<file path="src/tmrb_defs.vh">
// Constants for the type B timer count and capture register block
`ifndef TMRB_DEFS_VH
`define TMRB_DEFS_VH

// ----------------------------------------
// Register offsets
// ----------------------------------------
`define TMRB_OFS_INTFLAGS 4'h6
`define TMRB_OFS_STATUS 4'h7
`define TMRB_OFS_DEBUG_HALT_CONTROL 4'h8
`define TMRB_OFS_LATCH 4'h9
`define TMRB_OFS_CNT_LO 4'hA
`define TMRB_OFS_CNT_HI 4'hB
`define TMRB_OFS_CAPTURE_COMPARE_VALUE_LO 4'hC
`define TMRB_OFS_CAPTURE_COMPARE_VALUE_HI 4'hD

// ----------------------------------------
// Field positions and reset values
// ----------------------------------------
`define TMRB_BIT_RUN 0
`define TMRB_BIT_BYPASS 0
`define TMRB_BIT_FLAG 0
`define TMRB_RST_BYTE 8'h00
`define TMRB_RST_WORD 16'h0000

// ----------------------------------------
// Counting modes
// ----------------------------------------
`define TMRB_MODE_PERIODIC 3'h0
`define TMRB_MODE_TIMEOUT 3'h1
`define TMRB_MODE_INTERRUPT_FLAG_BIT_EVT 3'h2
`define TMRB_MODE_INTERRUPT_FLAG_BIT_FRQ 3'h3
`define TMRB_MODE_INTERRUPT_FLAG_BIT_PW 3'h4
`define TMRB_MODE_INTERRUPT_FLAG_BIT_FRQPW 3'h5
`define TMRB_MODE_SINGLE 3'h6
`define TMRB_MODE_PWM8 3'h7

// ----------------------------------------
// Frequency and pulse width sequence states
// ----------------------------------------
`define TMRB_ST_FIRST 3'h1
`define TMRB_ST_MID 3'h2
`define TMRB_ST_SECOND 3'h4

`endif

</file>
<file path="src/tmrb_match.v">
// Top and compare match detection for the type B timer
`timescale 1ns/10ps
`include "tmrb_defs.vh"

module tmrb_match (
	// Counter and compare values
	input wire [15:0] count_in,
	input wire [15:0] compare_in,
	// Match results
	output wire top_hit_out,
	output wire pwm_wrap_out,
	output wire pwm_hit_out
);

	// ----------------------------------------
	// Full width top match
	// ----------------------------------------
	// 16-bit top
	assign top_hit_out = (count_in == compare_in);

	// ----------------------------------------
	// Byte matches for 8-bit PWM
	// ----------------------------------------
	// independent byte compare
	assign pwm_wrap_out = (count_in[7:0] == compare_in[7:0]);
	assign pwm_hit_out = (count_in[7:0] == compare_in[15:8]);

endmodule // tmrb_match

</file>
<file path="src/tmrb_count_regs.v">
// Type B timer count, capture and status registers with byte access
`timescale 1ns/10ps
`include "tmrb_defs.vh"

module tmrb_count_regs (
	// Clock and reset
	input wire ref_clk_in,
	input wire arst_n_in,
	// Register port
	input wire [3:0] bus_addr_in,
	input wire [7:0] bus_wdata_in,
	input wire bus_wr_in,
	input wire bus_rd_in,
	output wire [7:0] bus_rdata_out,
	// Configuration and system state
	input wire [2:0] counting_mode_field_in,
	input wire timer_enable_in,
	input wire event_enable_in,
	input wire event_edge_in,
	input wire cpu_halted_in,
	// Event input, level
	input wire event_in,
	// Timer state
	output wire run_out,
	output wire interrupt_flag_bit_out,
	output wire [15:0] count_value_out,
	output wire [15:0] capture_compare_value_out,
	output wire pwm_out
);

	// ----------------------------------------
	// Declarations
	// ----------------------------------------
	reg [7:0] rdata_reg;
	reg [7:0] latch_reg;
	reg [7:0] latch_next;
	reg halt_bypass_bit_reg;
	reg flag_reg;
	reg flag_next;
	reg run_reg;
	reg run_next;
	reg gate_reg;
	reg gate_next;
	reg [2:0] seq_reg;
	reg [2:0] seq_next;
	reg [15:0] cnt_reg;
	reg [15:0] cnt_next;
	reg [15:0] capture_compare_value_reg;
	reg [15:0] capture_compare_value_next;
	reg ev_prev_reg;
	reg pwm_reg;
	reg [7:0] rd_mux;
	reg flag_set;
	wire frozen;
	wire active;
	wire ev_pos;
	wire ev_neg;
	wire ev_sel;
	wire ev_opp;
	wire top_hit;
	wire pwm_wrap;
	wire pwm_hit;
	wire interrupt_flag_bit_mode;
	wire pwm_mode;
	wire wr_cnt_hi;
	wire wr_capture_compare_value_lo;
	wire wr_capture_compare_value_hi;

	// ----------------------------------------
	// Helpers
	// ----------------------------------------
	function [15:0] inc16;
		input [15:0] v;
		begin
			inc16 = v + 16'h0001;
		end
	endfunction

	function is_capture;
		input [2:0] m;
		begin
			is_capture = (m == `TMRB_MODE_INTERRUPT_FLAG_BIT_EVT) ||
				(m == `TMRB_MODE_INTERRUPT_FLAG_BIT_FRQ) ||
				(m == `TMRB_MODE_INTERRUPT_FLAG_BIT_PW) ||
				(m == `TMRB_MODE_INTERRUPT_FLAG_BIT_FRQPW);
		end
	endfunction

	// ----------------------------------------
	// Freeze and event qualification
	// ----------------------------------------
	// freeze on halt
	assign frozen = cpu_halted_in & ~halt_bypass_bit_reg;
	assign active = timer_enable_in & ~frozen;
	// Events are not acted on while frozen; a level change made then is seen as an edge once the freeze ends
	assign ev_pos = active & event_enable_in & event_in & ~ev_prev_reg;
	assign ev_neg = active & event_enable_in & ~event_in & ev_prev_reg;
	assign ev_sel = event_edge_in ? ev_neg : ev_pos;
	assign ev_opp = event_edge_in ? ev_pos : ev_neg;

	assign interrupt_flag_bit_mode = is_capture(counting_mode_field_in);
	assign pwm_mode = (counting_mode_field_in == `TMRB_MODE_PWM8);
	assign wr_cnt_hi = bus_wr_in & (bus_addr_in == `TMRB_OFS_CNT_HI);
	assign wr_capture_compare_value_lo = bus_wr_in & (bus_addr_in == `TMRB_OFS_CAPTURE_COMPARE_VALUE_LO);
	assign wr_capture_compare_value_hi = bus_wr_in & (bus_addr_in == `TMRB_OFS_CAPTURE_COMPARE_VALUE_HI);

	tmrb_match u_match (
		.count_in(cnt_reg),
		.compare_in(capture_compare_value_reg),
		.top_hit_out(top_hit),
		.pwm_wrap_out(pwm_wrap),
		.pwm_hit_out(pwm_hit)
	);

	// ----------------------------------------
	// Counting engine
	// ----------------------------------------
	always @* begin
		cnt_next = cnt_reg;
		capture_compare_value_next = capture_compare_value_reg;
		gate_next = gate_reg;
		seq_next = seq_reg;
		run_next = 1'b0;
		flag_set = 1'b0;
		if (active) begin
			case (counting_mode_field_in)
			`TMRB_MODE_PERIODIC: begin
				run_next = 1'b1;
				if (top_hit) begin
					cnt_next = `TMRB_RST_WORD;
					flag_set = 1'b1;
				end else begin
					cnt_next = inc16(cnt_reg);
				end
			end
			`TMRB_MODE_TIMEOUT: begin
				if (ev_sel) begin
					gate_next = 1'b1;
					cnt_next = `TMRB_RST_WORD;
				end else if (ev_opp) begin
					gate_next = 1'b0;
				end else if (gate_reg) begin
					if (top_hit) begin
						cnt_next = `TMRB_RST_WORD;
						flag_set = 1'b1;
					end else begin
						cnt_next = inc16(cnt_reg);
					end
				end
				run_next = gate_next;
			end
			`TMRB_MODE_INTERRUPT_FLAG_BIT_EVT: begin
				run_next = 1'b1;
				cnt_next = inc16(cnt_reg);
				if (ev_sel) begin
					capture_compare_value_next = cnt_reg;
					flag_set = 1'b1;
				end
			end
			`TMRB_MODE_INTERRUPT_FLAG_BIT_FRQ: begin
				run_next = 1'b1;
				if (ev_sel) begin
					capture_compare_value_next = cnt_reg;
					cnt_next = `TMRB_RST_WORD;
					flag_set = 1'b1;
				end else begin
					cnt_next = inc16(cnt_reg);
				end
			end
			`TMRB_MODE_INTERRUPT_FLAG_BIT_PW: begin
				run_next = 1'b1;
				if (ev_sel) begin
					cnt_next = `TMRB_RST_WORD;
				end else if (ev_opp) begin
					capture_compare_value_next = cnt_reg;
					flag_set = 1'b1;
					cnt_next = inc16(cnt_reg);
				end else begin
					cnt_next = inc16(cnt_reg);
				end
			end
			`TMRB_MODE_INTERRUPT_FLAG_BIT_FRQPW: begin
				if (gate_reg) begin
					cnt_next = inc16(cnt_reg);
				end
				case (seq_reg)
				`TMRB_ST_FIRST: begin
					if (ev_sel) begin
						cnt_next = `TMRB_RST_WORD;
						gate_next = 1'b1;
						seq_next = `TMRB_ST_MID;
					end
				end
				`TMRB_ST_MID: begin
					if (ev_opp) begin
						capture_compare_value_next = cnt_reg;
						seq_next = `TMRB_ST_SECOND;
					end
				end
				`TMRB_ST_SECOND: begin
					if (ev_sel) begin
						cnt_next = cnt_reg;
						gate_next = 1'b0;
						flag_set = 1'b1;
						seq_next = `TMRB_ST_FIRST;
					end
				end
				default: begin
					seq_next = `TMRB_ST_FIRST;
				end
				endcase
				run_next = gate_next;
			end
			`TMRB_MODE_SINGLE: begin
				// Either edge starts when the edge select is set
				if (ev_pos | (event_edge_in & ev_neg)) begin
					gate_next = 1'b1;
					cnt_next = `TMRB_RST_WORD;
				end else if (gate_reg) begin
					if (top_hit) begin
						gate_next = 1'b0;
						flag_set = 1'b1;
					end else begin
						cnt_next = inc16(cnt_reg);
					end
				end
				run_next = gate_next;
			end
			`TMRB_MODE_PWM8: begin
				run_next = 1'b1;
				if (pwm_wrap) begin
					cnt_next = {cnt_reg[15:8], 8'h00};
				end else begin
					cnt_next = {cnt_reg[15:8], cnt_reg[7:0] + 8'h01};
				end
				flag_set = pwm_hit;
			end
			default: begin
				run_next = 1'b0;
			end
			endcase
		end else begin
			// Stopped or frozen: run drops, gate and sequence are held
			run_next = 1'b0;
		end
		if (wr_cnt_hi) begin
			cnt_next = {bus_wdata_in, latch_reg};
		end
		if (pwm_mode) begin
			if (wr_capture_compare_value_lo) begin
				capture_compare_value_next = {capture_compare_value_next[15:8], bus_wdata_in};
			end
			if (wr_capture_compare_value_hi) begin
				capture_compare_value_next = {bus_wdata_in, capture_compare_value_next[7:0]};
			end
		end else if (wr_capture_compare_value_hi) begin
			capture_compare_value_next = {bus_wdata_in, latch_reg};
		end
	end

	// ----------------------------------------
	// Flag and latch updates
	// ----------------------------------------
	always @* begin
		flag_next = flag_reg;
		if (bus_wr_in && bus_addr_in == `TMRB_OFS_INTFLAGS &&
			bus_wdata_in[`TMRB_BIT_FLAG]) begin
			flag_next = 1'b0;
		end
		if (bus_rd_in && bus_addr_in == `TMRB_OFS_CAPTURE_COMPARE_VALUE_LO && interrupt_flag_bit_mode) begin
			flag_next = 1'b0;
		end
		// A same-cycle event keeps the flag set
		if (flag_set) begin
			flag_next = 1'b1;
		end
	end

	always @* begin
		latch_next = latch_reg;
		if (bus_wr_in && (bus_addr_in == `TMRB_OFS_LATCH ||
			bus_addr_in == `TMRB_OFS_CNT_LO ||
			(bus_addr_in == `TMRB_OFS_CAPTURE_COMPARE_VALUE_LO && !pwm_mode))) begin
			latch_next = bus_wdata_in;
		end
		if (bus_rd_in && bus_addr_in == `TMRB_OFS_CNT_LO) begin
			latch_next = cnt_reg[15:8];
		end
		if (bus_rd_in && bus_addr_in == `TMRB_OFS_CAPTURE_COMPARE_VALUE_LO && !pwm_mode) begin
			latch_next = capture_compare_value_reg[15:8];
		end
	end

	// ----------------------------------------
	// Read decode
	// ----------------------------------------
	always @* begin
		case (bus_addr_in)
		`TMRB_OFS_INTFLAGS: rd_mux = {7'h00, flag_reg};
		`TMRB_OFS_STATUS: rd_mux = {7'h00, run_reg};
		`TMRB_OFS_DEBUG_HALT_CONTROL: rd_mux = {7'h00, halt_bypass_bit_reg};
		`TMRB_OFS_LATCH: rd_mux = latch_reg;
		`TMRB_OFS_CNT_LO: rd_mux = cnt_reg[7:0];
		`TMRB_OFS_CNT_HI: rd_mux = latch_reg;
		`TMRB_OFS_CAPTURE_COMPARE_VALUE_LO: rd_mux = capture_compare_value_reg[7:0];
		`TMRB_OFS_CAPTURE_COMPARE_VALUE_HI: rd_mux = pwm_mode ? capture_compare_value_reg[15:8] : latch_reg;
		default: rd_mux = 8'h00;
		endcase
	end

	// ----------------------------------------
	// Registers
	// ----------------------------------------
	// zero on reset, except the sequence state, which loads TMRB_ST_FIRST
	always @(posedge ref_clk_in or negedge arst_n_in) begin
		if (!arst_n_in) begin
			rdata_reg <= `TMRB_RST_BYTE;
			latch_reg <= `TMRB_RST_BYTE;
			halt_bypass_bit_reg <= 1'b0;
			flag_reg <= 1'b0;
			run_reg <= 1'b0;
			gate_reg <= 1'b0;
			seq_reg <= `TMRB_ST_FIRST;
			cnt_reg <= `TMRB_RST_WORD;
			capture_compare_value_reg <= `TMRB_RST_WORD;
			ev_prev_reg <= 1'b0;
			pwm_reg <= 1'b0;
		end else begin
			if (bus_rd_in) begin
				rdata_reg <= rd_mux;
			end
			latch_reg <= latch_next;
			if (bus_wr_in && bus_addr_in == `TMRB_OFS_DEBUG_HALT_CONTROL) begin
				halt_bypass_bit_reg <= bus_wdata_in[`TMRB_BIT_BYPASS];
			end
			flag_reg <= flag_next;
			run_reg <= run_next;
			gate_reg <= gate_next;
			seq_reg <= seq_next;
			cnt_reg <= cnt_next;
			capture_compare_value_reg <= capture_compare_value_next;
			// Edge history freezes too, so a level change made during a halt shows up as an edge after it
			if (!frozen) begin
				ev_prev_reg <= event_in;
			end
			pwm_reg <= pwm_mode & active &
				(cnt_next[7:0] < capture_compare_value_next[15:8]);
		end
	end

	// ----------------------------------------
	// Outputs
	// ----------------------------------------
	assign bus_rdata_out = rdata_reg;
	assign run_out = run_reg;
	assign interrupt_flag_bit_out = flag_reg;
	assign count_value_out = cnt_reg;
	assign capture_compare_value_out = capture_compare_value_reg;
	assign pwm_out = pwm_reg;

endmodule // tmrb_count_regs

</file>
<file path="config.mk">
export PLATFORM = sky130hd
export DESIGN_NAME = tmrb_count_regs
export DESIGN_NICKNAME = d
export VERILOG_FILES = /design/src/tmrb_match.v /design/src/tmrb_count_regs.v
export VERILOG_INCLUDE_DIRS = /design/src
export SDC_FILE = /design/constraint.sdc
export NUM_CORES = 1
export LEC_CHECK = 0
export BUFFER_PORTS_ARGS = -buffer_cell sky130_fd_sc_hd__buf_2
export CAP_MARGIN = 20
export CORE_ASPECT_RATIO = 1.2
export CORE_MARGIN = 2
export CORE_UTILIZATION = 54
export DETAILED_ROUTE_END_ITERATION = 12
export PLACE_DENSITY = 0.88
export SLEW_MARGIN = 20
export SYNTH_ARGS = -nofsm -noshare
export SYNTH_HDL_FRONTEND = slang
export SYNTH_SLANG_ARGS = --single-unit
</file>
<file path="constraint.sdc">
create_clock -name ref_clk_in -period 3.7 [get_ports ref_clk_in]
set_clock_uncertainty 0.15 [all_clocks]
set_input_delay 0.74 -clock ref_clk_in [delete_from_list [all_inputs] [get_ports ref_clk_in]]
set_output_delay 0.74 -clock ref_clk_in [all_outputs]
set_load 0.1 [all_outputs]
</file>
==> out/results.txt <==
Crit Path Class = input pin to register
most common cell in the synthesized netlist = nand2_1
slowest stage delay, CP = 420 ps
post-synthesis net count = 669
H-tree Lvls = 3
Unique masters post-synth = 75
Final setup viols = 0
site row count = 38
setup ws final = 118 ps
CP top delay family = compound AO/OA/AOI/OAI gates
worst-skew pair later-pin latency = 360 ps
met1 GRT Util = 46.6%
Die Wd = 92.9 µm
number of port buffers = 66
Crit. End Element = register
max-slew violations = 0
minimum clock period after layout = 3580 ps
Starting DRT DRC Count = 615
Via density = 6.73
Routed WL = 20700 µm
drt wl/cell = 23.1 µm
P&R area growth vs syn = 30.8%
TritonRoute pass-1 iters = 8
Post-synth ARST share = 100%
CP max-delay cell = or3b_4
R2R depth = 14
Pleak = 2.94 nW
CP Max Fanout = 6
pwr/cell area = 564 mW/mm²
GR Util met2 = 65.5%
CP Launch Type = input pin
maximum buffer depth of the clock tree = 2
crit-path most repeated cell = a21o_1
Ant. Diodes = 0
most used routing layer = met2
Max-Cap Viols = 0
Util after Layout = 73.3%
maximum vdd drop = 0.431 mV
Num CTS Buffers = 9
fmax = 0.279 GHz
post-DP HPWL = 15500 µm
Initial Utilization = 56.0%
vias = 6028
CTS tree = yes
EDFF count, synth = 0
top post-synthesis cells by count = nand2_1 (62), dfrtp_1 (56), o21ai_0 (44)
Bufs and invs on worst path = 2
synth warn = 0
Final GP Congestion = 1.05
ANT nets after route = 0
Fin. Hold Viols = 0
CP cell instances = buf_2 -> or3b_4 -> a211oi_4 -> buf_6 -> o221ai_2 -> or2_1 -> a22oi_2 -> nor2_1 -> a21oi_1 -> ha_1 -> a21o_1 -> a21o_1 -> a2111oi_4 -> nand3b_1 -> o21ai_1
RR Startpoint = ev_prev_reg$_DFFE_PN0N_
chip height = 111 µm
Overflow after GRT = 0
nets = 807
first-pass GRT wire length = 31400 µm
Critical Path AT = 3710 ps
number of synthesized register bits = 57
syn avg cell area = 8.08 µm²
vias in the first global route = 5786
clk sink count = 57
GR Util met3 = 9.69%
status = complete, no violations
setup slack, reg-to-reg = 160 ps
antenna violations before repair = 0
die outline area = 0.0103 mm²
layout cells sized above 1 = 36.6%
Tightest Pin Transition = 860 ps
GRT Overall Usage = 39.7%
share of the yosys chip area belonging to registers = 27.9%
ys flop type = dfrtp_1
mapped cell area = 0.00512 mm²
slew margin rel. = 42.1%
Post-Synthesis Cells = 633
worst r2r dst = pwm_out$_DFF_PN0_
post-route DRC violation count = 0
CTS clk-pin slew, worst paths = 70 ps
worst min-delay path category = input pin to async pin
largest net degree at the start of global routing = 58
setup TNS = 0 ps
Req. time, crit path = 3830 ps
root buffer cell = clkbuf_8
leading area contributor after synthesis = dfrtp_1
fin crit share = 96.8%
Place WS = -240 ps
Core Footprint = 0.00913 mm²
Area contributors post-synth = dfrtp_1 (27%), xnor2_1 (4.6%), nand2_1 (4.5%)
area fraction of the dominant cell type after synthesis = 27.4%
I/O pin total = 67
worst hold margin = 372 ps
-- per-stage QoR --
stage	instance area [µm²]	total power, mW	instances
final	6690	3.77	896
after global routing	6690	3.92	896
after CTS	6540	3.69	894
after detailed placement	6290	2.98	877
after global placement	6290	2.96	877
after floorplan	5220	2.38	633
-- cell usage in the layout (no fill, tap or decap), types with 15 or more instances in the layout --
| cell type | Yosys | layout |
|---|---|---|
| inv_1 | 22 | 22 |
| dfrtp_1 | 56 | 25 |
| xnor2_1 | 27 | 25 |
| dfrtp_2 | 0 | 25 |
| o21ai_0 | 44 | 40 |
| nand2_1 | 62 | 60 |
| nand3_1 | 17 | 17 |
| nor2_1 | 43 | 42 |
| buf_4 | 1 | 110 |
| a21oi_1 | 32 | 30 |
| mux2i_1 | 15 | 15 |
| a22oi_1 | 21 | 17 |
| buf_2 | 6 | 66 |
-- cell families after synthesis --
family / count (synthesis) / synth area share [%]
adders and majority gates: 12 / 2.93
buffers and inverters: 74 / 5.94
muxes: 26 / 5.36
xor gates and xnor gates: 31 / 5.31
and+or+nand+nor: 197 / 19.8
DFF: 57 / 27.9
AOI/OAI and AO/OA: 236 / 32.7
-- where the power goes --
group	switching, mW	internal (mW)
combinational	1.49	0.655
sequential	0.163	0.777
clock	0.277	0.416
total	1.93	1.85
-- what timing repair did --
item	CTS	global route
endpoints found under the setup margin	1	1
pin swaps	1	22
resized for setup	1	30
buffers inserted	1	3
hold buffers	0	0
-- how the worst max path moves through the flow --
stage,startpoint,endpoint,slack (ps),cells after the start
floorplan,event_in,pwm_out$_DFF_PN0_,-130,15
global placement,event_in,pwm_out$_DFF_PN0_,-170,15
detailed placement,event_in,pwm_out$_DFF_PN0_,-240,15
CTS,count_value_out[10]$_DFFE_PN0P_,pwm_out$_DFF_PN0_,60,15
global route,event_edge_in,pwm_out$_DFF_PN0_,-40,15
finish,event_edge_in,pwm_out$_DFF_PN0_,120,15
-- layout make-up --
cell class / instances / area, µm²
multi-input combinational: 502 / 3560
fill: 746 / 2440
sequential: 57 / 1480
timing repair buffer: 179 / 1190
clock buffer: 12 / 155
tap: 120 / 150
inverter: 22 / 82.6
clock inverter: 4 / 75.1
-- metal layers --
layer | routed length [µm] | vias up
met5 | 0 | -
met4 | 1350 | 0
met3 | 2090 | 103
met2 | 10000 | 407
met1 | 7200 | 2849
li1 | - | 2669
(Power assumes the default switching activity.)
